==> src/shared/btq_pkg.sv <==
// Shared constants and types for the B-channel timing and queue status block
package btq_pkg;

    // ------------------------------------------------------------------
    // Clock rates and derived cycle counts
    // ------------------------------------------------------------------
    localparam int CLK_HZ = 50_000_000;
    localparam int BIT_CLK_HZ = 192_000;
    localparam int SYS_FAST_HZ = 6_144_000;
    // Longest half period that fits, rounded down
    localparam int BIT_HALF_CYCLES = CLK_HZ / (2 * BIT_CLK_HZ);
    localparam int SYS_HALF_RAW = CLK_HZ / (2 * SYS_FAST_HZ);
    localparam int SYS_HALF_CYCLES = (SYS_HALF_RAW < 1) ? 1 : SYS_HALF_RAW;
    localparam logic [7:0] BIT_HALF_LAST = 8'(BIT_HALF_CYCLES - 1);
    localparam logic [2:0] SYS_HALF_LAST = 3'(SYS_HALF_CYCLES - 1);

    // ------------------------------------------------------------------
    // Frame layout in bit times
    // ------------------------------------------------------------------
    localparam logic [5:0] FRAME_LAST_BIT = 6'h2F;
    localparam logic [5:0] B1_SLOT_START = 6'h04;
    localparam logic [5:0] B2_SLOT_START = 6'h10;
    localparam logic [5:0] SLOT_BITS = 6'h08;

    // ------------------------------------------------------------------
    // Receive queue
    // ------------------------------------------------------------------
    localparam int QUEUE_DEPTH = 16;
    localparam logic [4:0] QUEUE_FULL_COUNT = 5'h10;

    // ------------------------------------------------------------------
    // Register map
    // ------------------------------------------------------------------
    localparam logic [7:0] ADDR_CONFIG = 8'h00;
    localparam logic [7:0] ADDR_STATUS = 8'h04;
    localparam logic [7:0] ADDR_RX_DATA = 8'h08;
    localparam logic [7:0] CFG_RESET = 8'h1E;
    localparam logic [7:0] CFG_WRITE_MASK = 8'hFE;
    localparam int STAT_OVERRUN_BIT = 5;
    localparam int STAT_LEVEL_MSB = 4;

    // ------------------------------------------------------------------
    // Types
    // ------------------------------------------------------------------
    typedef struct packed {
        logic first_adv;
        logic second_adv;
        logic sysclk_sel;
        logic first_framing;
        logic second_framing;
        logic clock_sel;
        logic int_pol;
        logic unused0;
    } btq_cfg_type;

    typedef struct packed {
        logic valid;
        logic eof;
        logic [7:0] data;
    } btq_rx_byte_type;

    typedef enum logic [2:0] {
        BUS_IDLE = 3'b001,
        BUS_WRITE = 3'b010,
        BUS_READ = 3'b100
    } btq_bus_state_type;

endpackage

==> src/rtl/btq_timing_status.sv <==
// AHB-Lite register bank driving B-channel clocks, syncs and queue status
//
// Local design decisions: the address map and the AHB-Lite interface to the registers.
`timescale 1ns/1ps
// Contract
// - Interrupt polarity bit sets output level
// - Bit clock continuous or gated to B1
// - Second sync: strobe or slot envelope
// - First sync: strobe or slot envelope
// - System clock fast or 192 kHz
// - Second envelope may start half-bit early
// - Strobe timing ignores second advance bit
// - First envelope may start half-bit early
// - Strobe timing ignores first advance bit
// - Count reports bytes to first frame end
// - Overrun flag sticky until status read
// - Queue holds sixteen bytes, count shows full
module btq_timing_status
    import btq_pkg::*;
(
    input wire logic CLK_I,
    input wire logic RST_I,
    input wire logic HSEL_I,
    input wire logic [31:0] HADDR_I,
    input wire logic [1:0] HTRANS_I,
    input wire logic HWRITE_I,
    input wire logic [2:0] HSIZE_I,
    input wire logic [31:0] HWDATA_I,
    input wire logic HREADY_I,
    output logic HREADYOUT_O,
    output logic HRESP_O,
    output logic [31:0] HRDATA_O,
    input wire logic INT_REQ_I,
    input wire btq_rx_byte_type RX_BYTE_I,
    output logic INT_O,
    output logic BIT_CLOCK_OUT_O,
    output logic SYSTEM_CLOCK_OUT_O,
    output logic FIRST_BCHAN_SYNC_OUT_O,
    output logic SECOND_BCHAN_SYNC_OUT_O
);

    // ------------------------------------------------------------------
    // Bus address phase decode
    // ------------------------------------------------------------------
    btq_bus_state_type bus_state_reg;
    btq_bus_state_type bus_state_next;
    btq_cfg_type cfg_reg;
    btq_cfg_type cfg_next;
    logic wr_cfg_reg;
    logic ovr_reg;
    logic ovr_next;
    logic [31:0] rdata_reg;
    logic [31:0] rdata_next;
    logic [7:0] status_w;
    logic [7:0] head_w;
    logic [4:0] level_w;
    logic rx_overrun;

    wire logic ap_valid = HSEL_I && HTRANS_I[1] && HREADY_I;
    wire logic ap_read = ap_valid && !HWRITE_I;
    wire logic ap_write = ap_valid && HWRITE_I;
    wire logic hit_cfg = (HADDR_I[7:0] == ADDR_CONFIG);
    wire logic hit_status = (HADDR_I[7:0] == ADDR_STATUS);
    wire logic hit_data = (HADDR_I[7:0] == ADDR_RX_DATA);
    wire logic rd_status = ap_read && hit_status;
    wire logic rd_data = ap_read && hit_data;
    wire logic wr_cfg_now = (bus_state_reg == BUS_WRITE) && wr_cfg_reg;

    // Zero wait states, so the slave never stretches a transfer
    assign HREADYOUT_O = 1'b1;
    assign HRESP_O = 1'b0;
    assign HRDATA_O = rdata_reg;

    always_comb begin
        case (bus_state_reg)
            BUS_IDLE,
            BUS_WRITE,
            BUS_READ: begin
                if (ap_write) begin
                    bus_state_next = BUS_WRITE;
                end else if (ap_read) begin
                    bus_state_next = BUS_READ;
                end else begin
                    bus_state_next = BUS_IDLE;
                end
            end
            default: begin
                bus_state_next = BUS_IDLE;
            end
        endcase
    end

    // ------------------------------------------------------------------
    // Register file
    // ------------------------------------------------------------------
    // Write data lands in the data phase; forwarding keeps a following read coherent
    assign cfg_next = wr_cfg_now ? btq_cfg_type'(HWDATA_I[7:0] & CFG_WRITE_MASK) : cfg_reg;

    assign ovr_next = rx_overrun ? 1'b1 : (rd_status ? 1'b0 : ovr_reg);

    always_comb begin
        status_w = 8'h00;
        status_w[STAT_LEVEL_MSB:0] = level_w;
        status_w[STAT_OVERRUN_BIT] = ovr_reg;
    end

    always_comb begin
        rdata_next = rdata_reg;
        if (ap_read) begin
            if (hit_cfg) begin
                rdata_next = {24'h000000, cfg_next};
            end else if (hit_status) begin
                rdata_next = {24'h000000, status_w};
            end else if (hit_data) begin
                rdata_next = {24'h000000, head_w};
            end else begin
                rdata_next = 32'h00000000;
            end
        end
    end

    always_ff @(posedge CLK_I or posedge RST_I) begin
        if (RST_I) begin
            bus_state_reg <= BUS_IDLE;
            wr_cfg_reg <= 1'b0;
            cfg_reg <= btq_cfg_type'(CFG_RESET);
            ovr_reg <= 1'b0;
            rdata_reg <= 32'h00000000;
        end else begin
            bus_state_reg <= bus_state_next;
            wr_cfg_reg <= ap_write && hit_cfg;
            cfg_reg <= cfg_next;
            ovr_reg <= ovr_next;
            rdata_reg <= rdata_next;
        end
    end

    // ------------------------------------------------------------------
    // Receive queue
    // ------------------------------------------------------------------
    btq_rx_queue u_rx_queue (
        .clk_i(CLK_I),
        .rst_i(RST_I),
        .rx_i(RX_BYTE_I),
        .pop_i(rd_data),
        .head_o(head_w),
        .level_o(level_w),
        .overrun_o(rx_overrun)
    );

    // ------------------------------------------------------------------
    // Bit clock and frame position
    // ------------------------------------------------------------------
    logic [7:0] half_cnt_reg;
    logic bit_clk_reg;
    logic [5:0] bit_idx_reg;
    logic b1_gate_reg;
    wire logic bit_edge = (half_cnt_reg == BIT_HALF_LAST);
    wire logic bit_rise = bit_edge && !bit_clk_reg;
    wire logic bit_fall = bit_edge && bit_clk_reg;
    wire logic [5:0] bit_idx_next = (bit_idx_reg == FRAME_LAST_BIT) ? 6'h00 :
                                    bit_idx_reg + 6'h01;
    wire logic next_in_b1 = (bit_idx_next >= B1_SLOT_START) &&
                            (bit_idx_next < B1_SLOT_START + SLOT_BITS);

    // Gate moves only on falling edges so the gated clock never glitches
    always_ff @(posedge CLK_I or posedge RST_I) begin
        if (RST_I) begin
            half_cnt_reg <= 8'h00;
            bit_clk_reg <= 1'b0;
            bit_idx_reg <= FRAME_LAST_BIT;
            b1_gate_reg <= 1'b0;
        end else begin
            half_cnt_reg <= bit_edge ? 8'h00 : half_cnt_reg + 8'h01;
            bit_clk_reg <= bit_edge ? !bit_clk_reg : bit_clk_reg;
            bit_idx_reg <= bit_rise ? bit_idx_next : bit_idx_reg;
            b1_gate_reg <= bit_fall ? next_in_b1 : b1_gate_reg;
        end
    end

    // ------------------------------------------------------------------
    // System clock
    // ------------------------------------------------------------------
    // Fast clock half period is rounded down to whole core cycles, never below one
    logic [2:0] sys_cnt_reg;
    logic sys_clk_reg;
    wire logic sys_edge = (sys_cnt_reg == SYS_HALF_LAST);

    always_ff @(posedge CLK_I or posedge RST_I) begin
        if (RST_I) begin
            sys_cnt_reg <= 3'h0;
            sys_clk_reg <= 1'b0;
        end else begin
            sys_cnt_reg <= sys_edge ? 3'h0 : sys_cnt_reg + 3'h1;
            sys_clk_reg <= sys_edge ? !sys_clk_reg : sys_clk_reg;
        end
    end

    // ------------------------------------------------------------------
    // Output selection
    // ------------------------------------------------------------------
    logic int_reg;
    logic bit_out_reg;
    logic sys_out_reg;
    wire logic int_next = !(INT_REQ_I ^ cfg_reg.int_pol);
    wire logic bit_out_next = cfg_reg.clock_sel ? bit_clk_reg : (bit_clk_reg && b1_gate_reg);
    wire logic sys_out_next = cfg_reg.sysclk_sel ? bit_clk_reg : sys_clk_reg;

    always_ff @(posedge CLK_I or posedge RST_I) begin
        if (RST_I) begin
            int_reg <= 1'b0;
            bit_out_reg <= 1'b0;
            sys_out_reg <= 1'b0;
        end else begin
            int_reg <= int_next;
            bit_out_reg <= bit_out_next;
            sys_out_reg <= sys_out_next;
        end
    end

    assign INT_O = int_reg;
    assign BIT_CLOCK_OUT_O = bit_out_reg;
    assign SYSTEM_CLOCK_OUT_O = sys_out_reg;

    // ------------------------------------------------------------------
    // Channel syncs
    // ------------------------------------------------------------------
    btq_sync_shaper #(
        .SLOT_START(B1_SLOT_START)
    ) u_first_sync (
        .clk_i(CLK_I),
        .rst_i(RST_I),
        .bit_rise_i(bit_rise),
        .bit_fall_i(bit_fall),
        .bit_idx_i(bit_idx_reg),
        .bit_idx_next_i(bit_idx_next),
        .framing_sel_i(cfg_reg.first_framing),
        .advance_i(cfg_reg.first_adv),
        .sync_o(FIRST_BCHAN_SYNC_OUT_O)
    );

    btq_sync_shaper #(
        .SLOT_START(B2_SLOT_START)
    ) u_second_sync (
        .clk_i(CLK_I),
        .rst_i(RST_I),
        .bit_rise_i(bit_rise),
        .bit_fall_i(bit_fall),
        .bit_idx_i(bit_idx_reg),
        .bit_idx_next_i(bit_idx_next),
        .framing_sel_i(cfg_reg.second_framing),
        .advance_i(cfg_reg.second_adv),
        .sync_o(SECOND_BCHAN_SYNC_OUT_O)
    );
endmodule

==> src/rtl/btq_sync_shaper.sv <==
// Frame strobe or envelope generator for one B-channel slot
`timescale 1ns/1ps
module btq_sync_shaper
    import btq_pkg::*;
#(
    parameter logic [5:0] SLOT_START = 6'h04
)
(
    input wire logic clk_i,
    input wire logic rst_i,
    input wire logic bit_rise_i,
    input wire logic bit_fall_i,
    input wire logic [5:0] bit_idx_i,
    input wire logic [5:0] bit_idx_next_i,
    input wire logic framing_sel_i,
    input wire logic advance_i,
    output logic sync_o
);
    logic sync_reg;
    logic sync_next;
    wire logic starts_slot = (bit_idx_next_i == SLOT_START);
    wire logic in_slot = (bit_idx_next_i >= SLOT_START) &&
                         (bit_idx_next_i < SLOT_START + SLOT_BITS);
    wire logic pre_slot = (bit_idx_i == SLOT_START - 6'h01);

    always_comb begin
        sync_next = sync_reg;
        if (bit_rise_i) begin
            sync_next = framing_sel_i ? starts_slot : in_slot;
        end else if (bit_fall_i && !framing_sel_i && advance_i && pre_slot) begin
            sync_next = 1'b1;
        end
    end

    always_ff @(posedge clk_i or posedge rst_i) begin
        if (rst_i) begin
            sync_reg <= 1'b0;
        end else begin
            sync_reg <= sync_next;
        end
    end

    assign sync_o = sync_reg;
endmodule

==> src/rtl/btq_rx_queue.sv <==
// Sixteen-byte receive queue with end-of-frame tags and a level counted to the first frame end
`timescale 1ns/1ps
module btq_rx_queue
    import btq_pkg::*;
(
    input wire logic clk_i,
    input wire logic rst_i,
    input wire btq_rx_byte_type rx_i,
    input wire logic pop_i,
    output logic [7:0] head_o,
    output logic [4:0] level_o,
    output logic overrun_o
);
    logic [7:0] data_mem [QUEUE_DEPTH];
    logic [QUEUE_DEPTH-1:0] eof_reg;
    logic [3:0] wr_ptr_reg;
    logic [3:0] rd_ptr_reg;
    logic [4:0] count_reg;
    logic [4:0] level_w;
    logic found;
    wire logic full = (count_reg == QUEUE_FULL_COUNT);
    wire logic push = rx_i.valid && !full;
    wire logic pop = pop_i && (count_reg != 5'h00);

    // byte into a full queue dropped
    assign overrun_o = rx_i.valid && full;
    assign head_o = data_mem[rd_ptr_reg];

    // bytes up to the first frame end
    always_comb begin
        level_w = count_reg;
        found = 1'b0;
        for (int i = 0; i < QUEUE_DEPTH; i++) begin
            if (!found && (5'(i) < count_reg) && eof_reg[4'(rd_ptr_reg + 4'(i))]) begin
                level_w = 5'(i + 1);
                found = 1'b1;
            end
        end
    end
    assign level_o = level_w;

    always_ff @(posedge clk_i) begin
        if (push) begin
            data_mem[wr_ptr_reg] <= rx_i.data;
        end
    end

    always_ff @(posedge clk_i or posedge rst_i) begin
        if (rst_i) begin
            wr_ptr_reg <= 4'h0;
            rd_ptr_reg <= 4'h0;
            count_reg <= 5'h00;
            eof_reg <= '0;
        end else begin
            if (push) begin
                eof_reg[wr_ptr_reg] <= rx_i.eof;
                wr_ptr_reg <= wr_ptr_reg + 4'h1;
            end
            if (pop) begin
                rd_ptr_reg <= rd_ptr_reg + 4'h1;
            end
            count_reg <= count_reg + {4'h0, push} - {4'h0, pop};
        end
    end
endmodule

==> config.mk <==
export PLATFORM = sky130hd
export DESIGN_NAME = btq_timing_status
export DESIGN_NICKNAME = d
export VERILOG_FILES = /design/src/shared/btq_pkg.sv /design/src/rtl/btq_timing_status.sv /design/src/rtl/btq_sync_shaper.sv /design/src/rtl/btq_rx_queue.sv
export SDC_FILE = /design/constraint.sdc
export NUM_CORES = 1
export LEC_CHECK = 0
export BUFFER_PORTS_ARGS = -buffer_cell sky130_fd_sc_hd__buf_2
export CORE_MARGIN = 5
export CORE_UTILIZATION = 45
export DETAILED_ROUTE_END_ITERATION = 8
export SLEW_MARGIN = 25
export SYNTH_ARGS = -nofsm -noshare
export SYNTH_HDL_FRONTEND = slang
export SYNTH_HIERARCHICAL = 1
export SYNTH_SLANG_ARGS = --single-unit
==> constraint.sdc <==
create_clock -name CLK_I -period 6.3 [get_ports CLK_I]
set_clock_uncertainty 0.2 [all_clocks]
set_input_delay 0.315 -clock CLK_I [delete_from_list [all_inputs] [get_ports CLK_I]]
set_output_delay 0.315 -clock CLK_I [all_outputs]
set_load 0.05 [all_outputs]
Word-level counts from Yosys, hierarchy flattened --
Memories as Yosys holds them, arrays and structs flattened. Index checks and enable logic that the tools add are counted.
Cells by class: multiplexer cells 88, reduce and logical (&&, ||, !) cells 82, eq/ne operators 13, bitwise operators 1, order comparisons 38, add/subtract/negate cells 21
Operators by type and width (number):
- 4-bit by 5-bit less-than comparator with 1-bit output, second input constant | 17
- 5-bit 2-to-1 mux | 16
- 1-bit binary-select mux with 4-bit select | 16
- 1-bit logical AND | 54
- 1-bit 2-to-1 mux | 44
- 4-bit by 5-bit less-than comparator with 1-bit output, first input constant | 8
- 8-bit 2-to-1 mux | 5
- 4-bit adder, second input constant | 8
- 1-bit zero test | 22
- 3-bit by 5-bit less-than comparator with 1-bit output, first input constant | 4
- 4-bit by 3-bit adder with 4-bit output, second input constant | 4
- 16-bit bitwise mux | 1
- 3-bit 2-to-1 mux | 4
- 1-bit by 5-bit less-than comparator with 1-bit output, first input constant | 2
- 2-bit by 5-bit less-than comparator with 1-bit output, first input constant | 2
- 4-bit by 1-bit adder with 4-bit output, second input constant | 2
- 4-bit by 2-bit adder with 4-bit output, second input constant | 2
- 8-bit by 1-bit adder with 8-bit output, second input constant | 1
- 8-bit by 3-bit == test with 1-bit output, second input constant | 1
- 8-bit by 4-bit == test with 1-bit output, second input constant | 1
- 8-bit == test, second input constant | 1
- 8-bit zero test | 1
- 6-bit by 1-bit adder with 6-bit output, second input constant | 1
- 3-bit by 2-bit == test with 1-bit output, second input constant | 2
- 22 further kinds | 24
Storage, ports and cells: input port bits 85, RAM bits 128, memories kept 1, output and inout bits 39, flip-flop bits (word level) 99
Memory list:
- u_rx_queue.data_mem | words 16, width 8, rd ports 1, clocked after Yosys merged registers in 0, wr ports 1, RTL line btq_rx_queue.sv:14 | logic [7:0] data_mem [QUEUE_DEPTH];

Logic depth before layout (Yosys ltp) --
depth after elaboration 66, gate-level depth with buffers 19, gate-level depth less buffers 16

Modules after synthesis --
Netlist, hierarchy kept.
By module, submodules not included:
- btq_rx_queue | cells each 467, area each 7777.5 um2, sequential area each 4569.4 um2, instances 1
- btq_timing_status | cells each 206, area each 2314.7 um2, sequential area each 1113.6 um2, instances 1
- btq_sync_shaper (u_first_sync) | cells each 12, area each 102.6 um2, sequential area each 25.0 um2, instances 1
- btq_sync_shaper (u_second_sync) | cells each 10, area each 88.8 um2, sequential area each 25.0 um2, instances 1

Worst setup path before layout --
Ideal clock, no wire load.
path kind register to register, start point register u_rx_queue.rd_ptr_reg[1], end point register rdata_reg[0] (netlist: HRDATA_O[0]), buffers on the path 5, setup time 0.128 ns, setup slack 1.673 ns, stages on the path, launching flop included 19, arrival time 4.300 ns, required time 5.972 ns, cell sequence dfrtp_1 > buf_4 > buf_6 > buf_6 > clkbuf_1 > inv_1 > ha_1 > clkbuf_1 > mux4_2 > mux4_2 > nand2_1 > nand2_1 > or3_4 > or3_1 > nand3_1 > o31ai_1 > a22o_1 > a21oi_1 > o21ai_0
On the way: cells in the longest elaborated chain, start to end 66, elaborated cells between the ends (all ways) 128, classes of those cells 15 x add/sub; 66 x mux; 46 x reduce/logical; 1 x memory
RTL lines:
- from (decl) | RTL line btq_rx_queue.sv:17 | logic [3:0] rd_ptr_reg;
- from (signal assigned) | RTL line btq_rx_queue.sv:60 | rd_ptr_reg <= rd_ptr_reg + 4'h1;
- parallel branches: the longest is 63 deep, another holds 4-bit by 1-bit adder with 4-bit output
- 5-bit 2-to-1 mux (*) | RTL line btq_rx_queue.sv:34 | if (!found && (5'(i) < count_reg) && eof_reg[4'(rd_ptr_reg + 4'(i))]) begin
- net level_w[0] | RTL line btq_timing_status.sv:56 | logic [4:0] level_w;
- 8-bit 2-to-1 mux (*) | RTL line btq_timing_status.sv:112 | end else if (hit_status) begin
- 8-bit 2-to-1 mux (*) | RTL line btq_timing_status.sv:110 | if (hit_cfg) begin
- to (signal assigned) | RTL line btq_timing_status.sv:134 | rdata_reg <= rdata_next;
- to (decl) | RTL line btq_timing_status.sv:52 | logic [31:0] rdata_reg;
Mark *: on every way through the listed nets, which the timed path passes. The select of a mux whose other input is x is not followed. A chain may end at the register's enable or synchronous reset.

Worst setup path after layout --
start point register u_rx_queue.rd_ptr_reg[2], end point register rdata_reg[0] (netlist: HRDATA_O[0])
The elaborated chain is that of the path after synthesis.

==> impl_metrics.csv <==
group,metric,value,unit
outcome,status,"completed",
job,maxCapViolCount,0,
worst_setup_path,cp_slowest_cell,"ha_1",
routing,wirelength,22500,um
routing,drtIter0Drc,343,
worst_setup_path,critPathCapture,"HRDATA_O[0]",
yosys,syn_area_per_cell,14.8,um2
cells_and_area,fin_nets,875,
grt,antenna_found_initial,0,
worst_setup_path,critPathLaunchType,"register",
die,start_util,0.456,
timing,drv_slew,0,
routing,viasPerCell,5.60,
die,die_area,26000,um2
die,core,22600,um2
hold_path,hp-class,"in2reg",
worst_setup_path,critPathBufInv,2,
yosys,synth_area_leaders,"edfxtp_1 (37%), dfrtp_1 (16%), mux4_2 (14%)",
pwr,seqPwrFrac,0.423,
cts,clock_latency,0.52,ns
place,place.gp.congestion,0.886,
worst_setup_path,critical_path_arrival,4.57,ns
grt,grt_pass1_vias,6411,
grt,grt_pass1_wl,36300,um
yosys,synth-async-reset-ratio,0.369,
pwr,power_density,355,nW/um2
timing,tightest_slew,0.803,ns
pwr,p_leak,4.56,nW
worst_setup_path,startpoint,"u_rx_queue/rd_ptr_reg[2]",
worst_setup_path,cp.depth,15,
timing,relSlewSlack,0.464,
yosys,yosys_warnings,6,
place,portBuffers,44,
cts,postCtsSetupBuffers,0,
hold_path,min_from,"HADDR_I[4]",
yosys,synth_cell_types,66,
cts,clock-sinks,203,
timing,fmax,228,MHz
grt,grt_max_degree,52,
timing,hold_violations,0,
cts,clockBufferDepth,3,
cells_and_area,drive_gt1_frac,0.265,
routing,drc,0,
cells_and_area,area_growth,13.1,%
worst_setup_path,reg2reg_to,"HRDATA_O[0]",
worst_setup_path,cpLargestDelayFamily,"simple AND/OR/NAND/NOR gates",
pwr,ir_drop,0.249,mV
timing,rsz0062_at_grt,"false",
cts,h-tree-depth,1,
routing,antenna_left,0,
worst_setup_path,cp_max_fo,17,
die,rows,55,
cts,cts_tree,"yes",
timing,postLayoutSetupSlackWorst,1.92,ns
routing,vias,5955,
die,die_h,161,um
timing,period_share,0.696,
yosys,yosys_most_used_dff,"edfxtp_1",
cts,clkTransAtPathRegs,0.06,ns
worst_setup_path,rrSetupSlack,1.92,ns
routing,wl_per_cell,21.2,um
worst_setup_path,critPathMaxStageDelay,0.56,ns
worst_setup_path,rr_worst_depth,15,
cells_and_area,largest_reg_flops,128,
timing,setup_tns,0,ns
worst_setup_path,cp.required,6.48,ns
cts,root_buffer,"clkbuf_16",
routing,first_pass_iters,5,
pwr,p_sw_frac,0.309,
yosys,synth_top_area_cell,"edfxtp_1",
die,io_pins,124,
worst_setup_path,critPathKind,"reg2reg",
place,dp_hpwl,14900,um
yosys,synth_cells,695,
yosys,synth_common_cells,"edfxtp_1 (128), mux4_2 (66), dfrtp_1 (65), nand2_1 (37), buf_4 (29)",
worst_setup_path,end_kind,"register",
timing,period_minus_slack,4.38,ns
grt,grt_overflow,0,
pwr,intPower,2.85,mW
yosys,synth_top_area_frac,0.374,
cts,cts_made_buffers,23,
hold_path,holdPathStages,4,
worst_setup_path,path_cells,"buf_4 > inv_1 > ha_1 > mux4_2 > mux2i_1 > mux2i_1 > nand2_1 > nand3_1 > or3_4 > or3_1 > nand3_1 > o31ai_1 > a22o_1 > a21oi_1 > o21ai_0",
yosys,ys_seq_elements,203,
place,dp_slack,1.87,ns
worst_setup_path,rr_startpoint,"u_rx_queue/rd_ptr_reg[2]",
pwr,clock_power_share,0.320,
grt,grt_usage,0.176,
die,die_w,161,um
timing,setup_viol,0,
yosys,syn_area,10300,um2
yosys,yosysMostFrequentCell,"edfxtp_1",
cells_and_area,diodes,0,
yosys,yosysSeqAreaShare,0.557,
yosys,synth_edf_count,128,
pwr,p_sw,1.28,mW
pwr,comb_power_share,0.257,
## kinds of logic (layout without fill, tap and decap cells)
| kind of cell | after synthesis | in the layout | share of synthesized area |
|---|---|---|---|
| compound gates | 74 | 74 | 0.0492 |
| xor+xnor | 30 | 30 | 0.0256 |
| fa+ha+maj | 29 | 29 | 0.0360 |
| buf+inv | 84 | 143 | 0.0440 |
| flops | 203 | 203 | 0.557 |
| mux | 118 | 118 | 0.201 |
| other cells | 2 | 26 | 0.000730 |
| simple gates | 155 | 155 | 0.0864 |
## area by class of cell
class	count	area [um2]
fill	1880	10900
sequential	203	5740
multi-input combinational	432	4190
clock buffer	33	643
timing repair buffer	71	479
tap	285	357
clock inverter	9	115
inverter	30	113
## routing by layer
metal,track usage,share of wire
met2,0.314,0.51
met3,0.0258,0.049
met4,0.0380,0.016
met1,0.230,0.42
met5,0,0
## tightest hold or removal path, stage by stage
cell and delay (ns):
buf_2 0.10, nor3_4 0.05, nand2_2 0.13, o21ai_1 0.08
## timing repair
action,in CTS,in global routing
endpoints found under the hold margin,207,0
setup endpoints to repair,0,0
gates resized for setup,0,0
hold buffers,21,0
## cell usage in the layout, fill, tap and decap left out, drive strengths merged, types with 3 or more instances in the layout
| master | instances |
|---|---|
| nor3b | 3 |
| xnor2 | 16 |
| dlygate4sd3 | 21 |
| nor2b | 8 |
| a21boi | 4 |
| nor3 | 8 |
| a211oi | 3 |
| inv | 29 |
| and3 | 8 |
| dfrtp | 65 |
| nand4 | 6 |
| nor2 | 26 |
| ha | 28 |
| conb | 26 |
| mux4 | 66 |
| edfxtp | 128 |
| and2 | 21 |
| mux2i | 22 |
| a222oi | 5 |
| a21oi | 13 |
| a22o | 3 |
| nand3 | 18 |
| clkinv | 7 |
| o211ai | 7 |
| clkbuf | 33 |
| buf | 50 |
| xor2 | 14 |
| mux2 | 30 |
| a21o | 4 |
| dfstp | 10 |
| o21ai | 22 |
| nand2 | 39 |
| a22oi | 3 |
## how the worst min path moves through the flow
stage	endpoint	slack, ns
floorplan	u_first_sync/sync_o	-0.16
global placement	u_second_sync/sync_o	-0.002
detailed placement	u_second_sync/sync_o	0.005
CTS	HRDATA_O[5]	0.004
global route	HRDATA_O[1]	0.03
finish	HRDATA_O[5]	0.02
## metrics by stage
stage / power [mW] / utilization / instances / hold WS [ns] / cell area (um2)
CTS: 4.16 / 0.515 / 1063 / 0.00366 / 11600
detailed placement: 2.81 / 0.472 / 1000 / 0.00465 / 10700
global placement: 2.74 / 0.472 / 1000 / -0.00202 / 10700
floorplan: 2.51 / - / 719 / -0.156 / 10400
finish: 4.12 / 0.515 / 1063 / 0.0165 / 11600
global route: 4.36 / 0.515 / 1063 / 0.0347 / 11600
## power by group through the flow
stage	Sequential, mW	Clock (mW)	Combinational, mW
final	1.74	1.32	1.06
after floorplan	1.71	0	0.801
after CTS	1.74	1.36	1.05
after detailed placement	1.77	0	1.04
after global placement	1.75	0	0.992
after global routing	1.76	1.43	1.17
(Power assumes the default switching activity.)
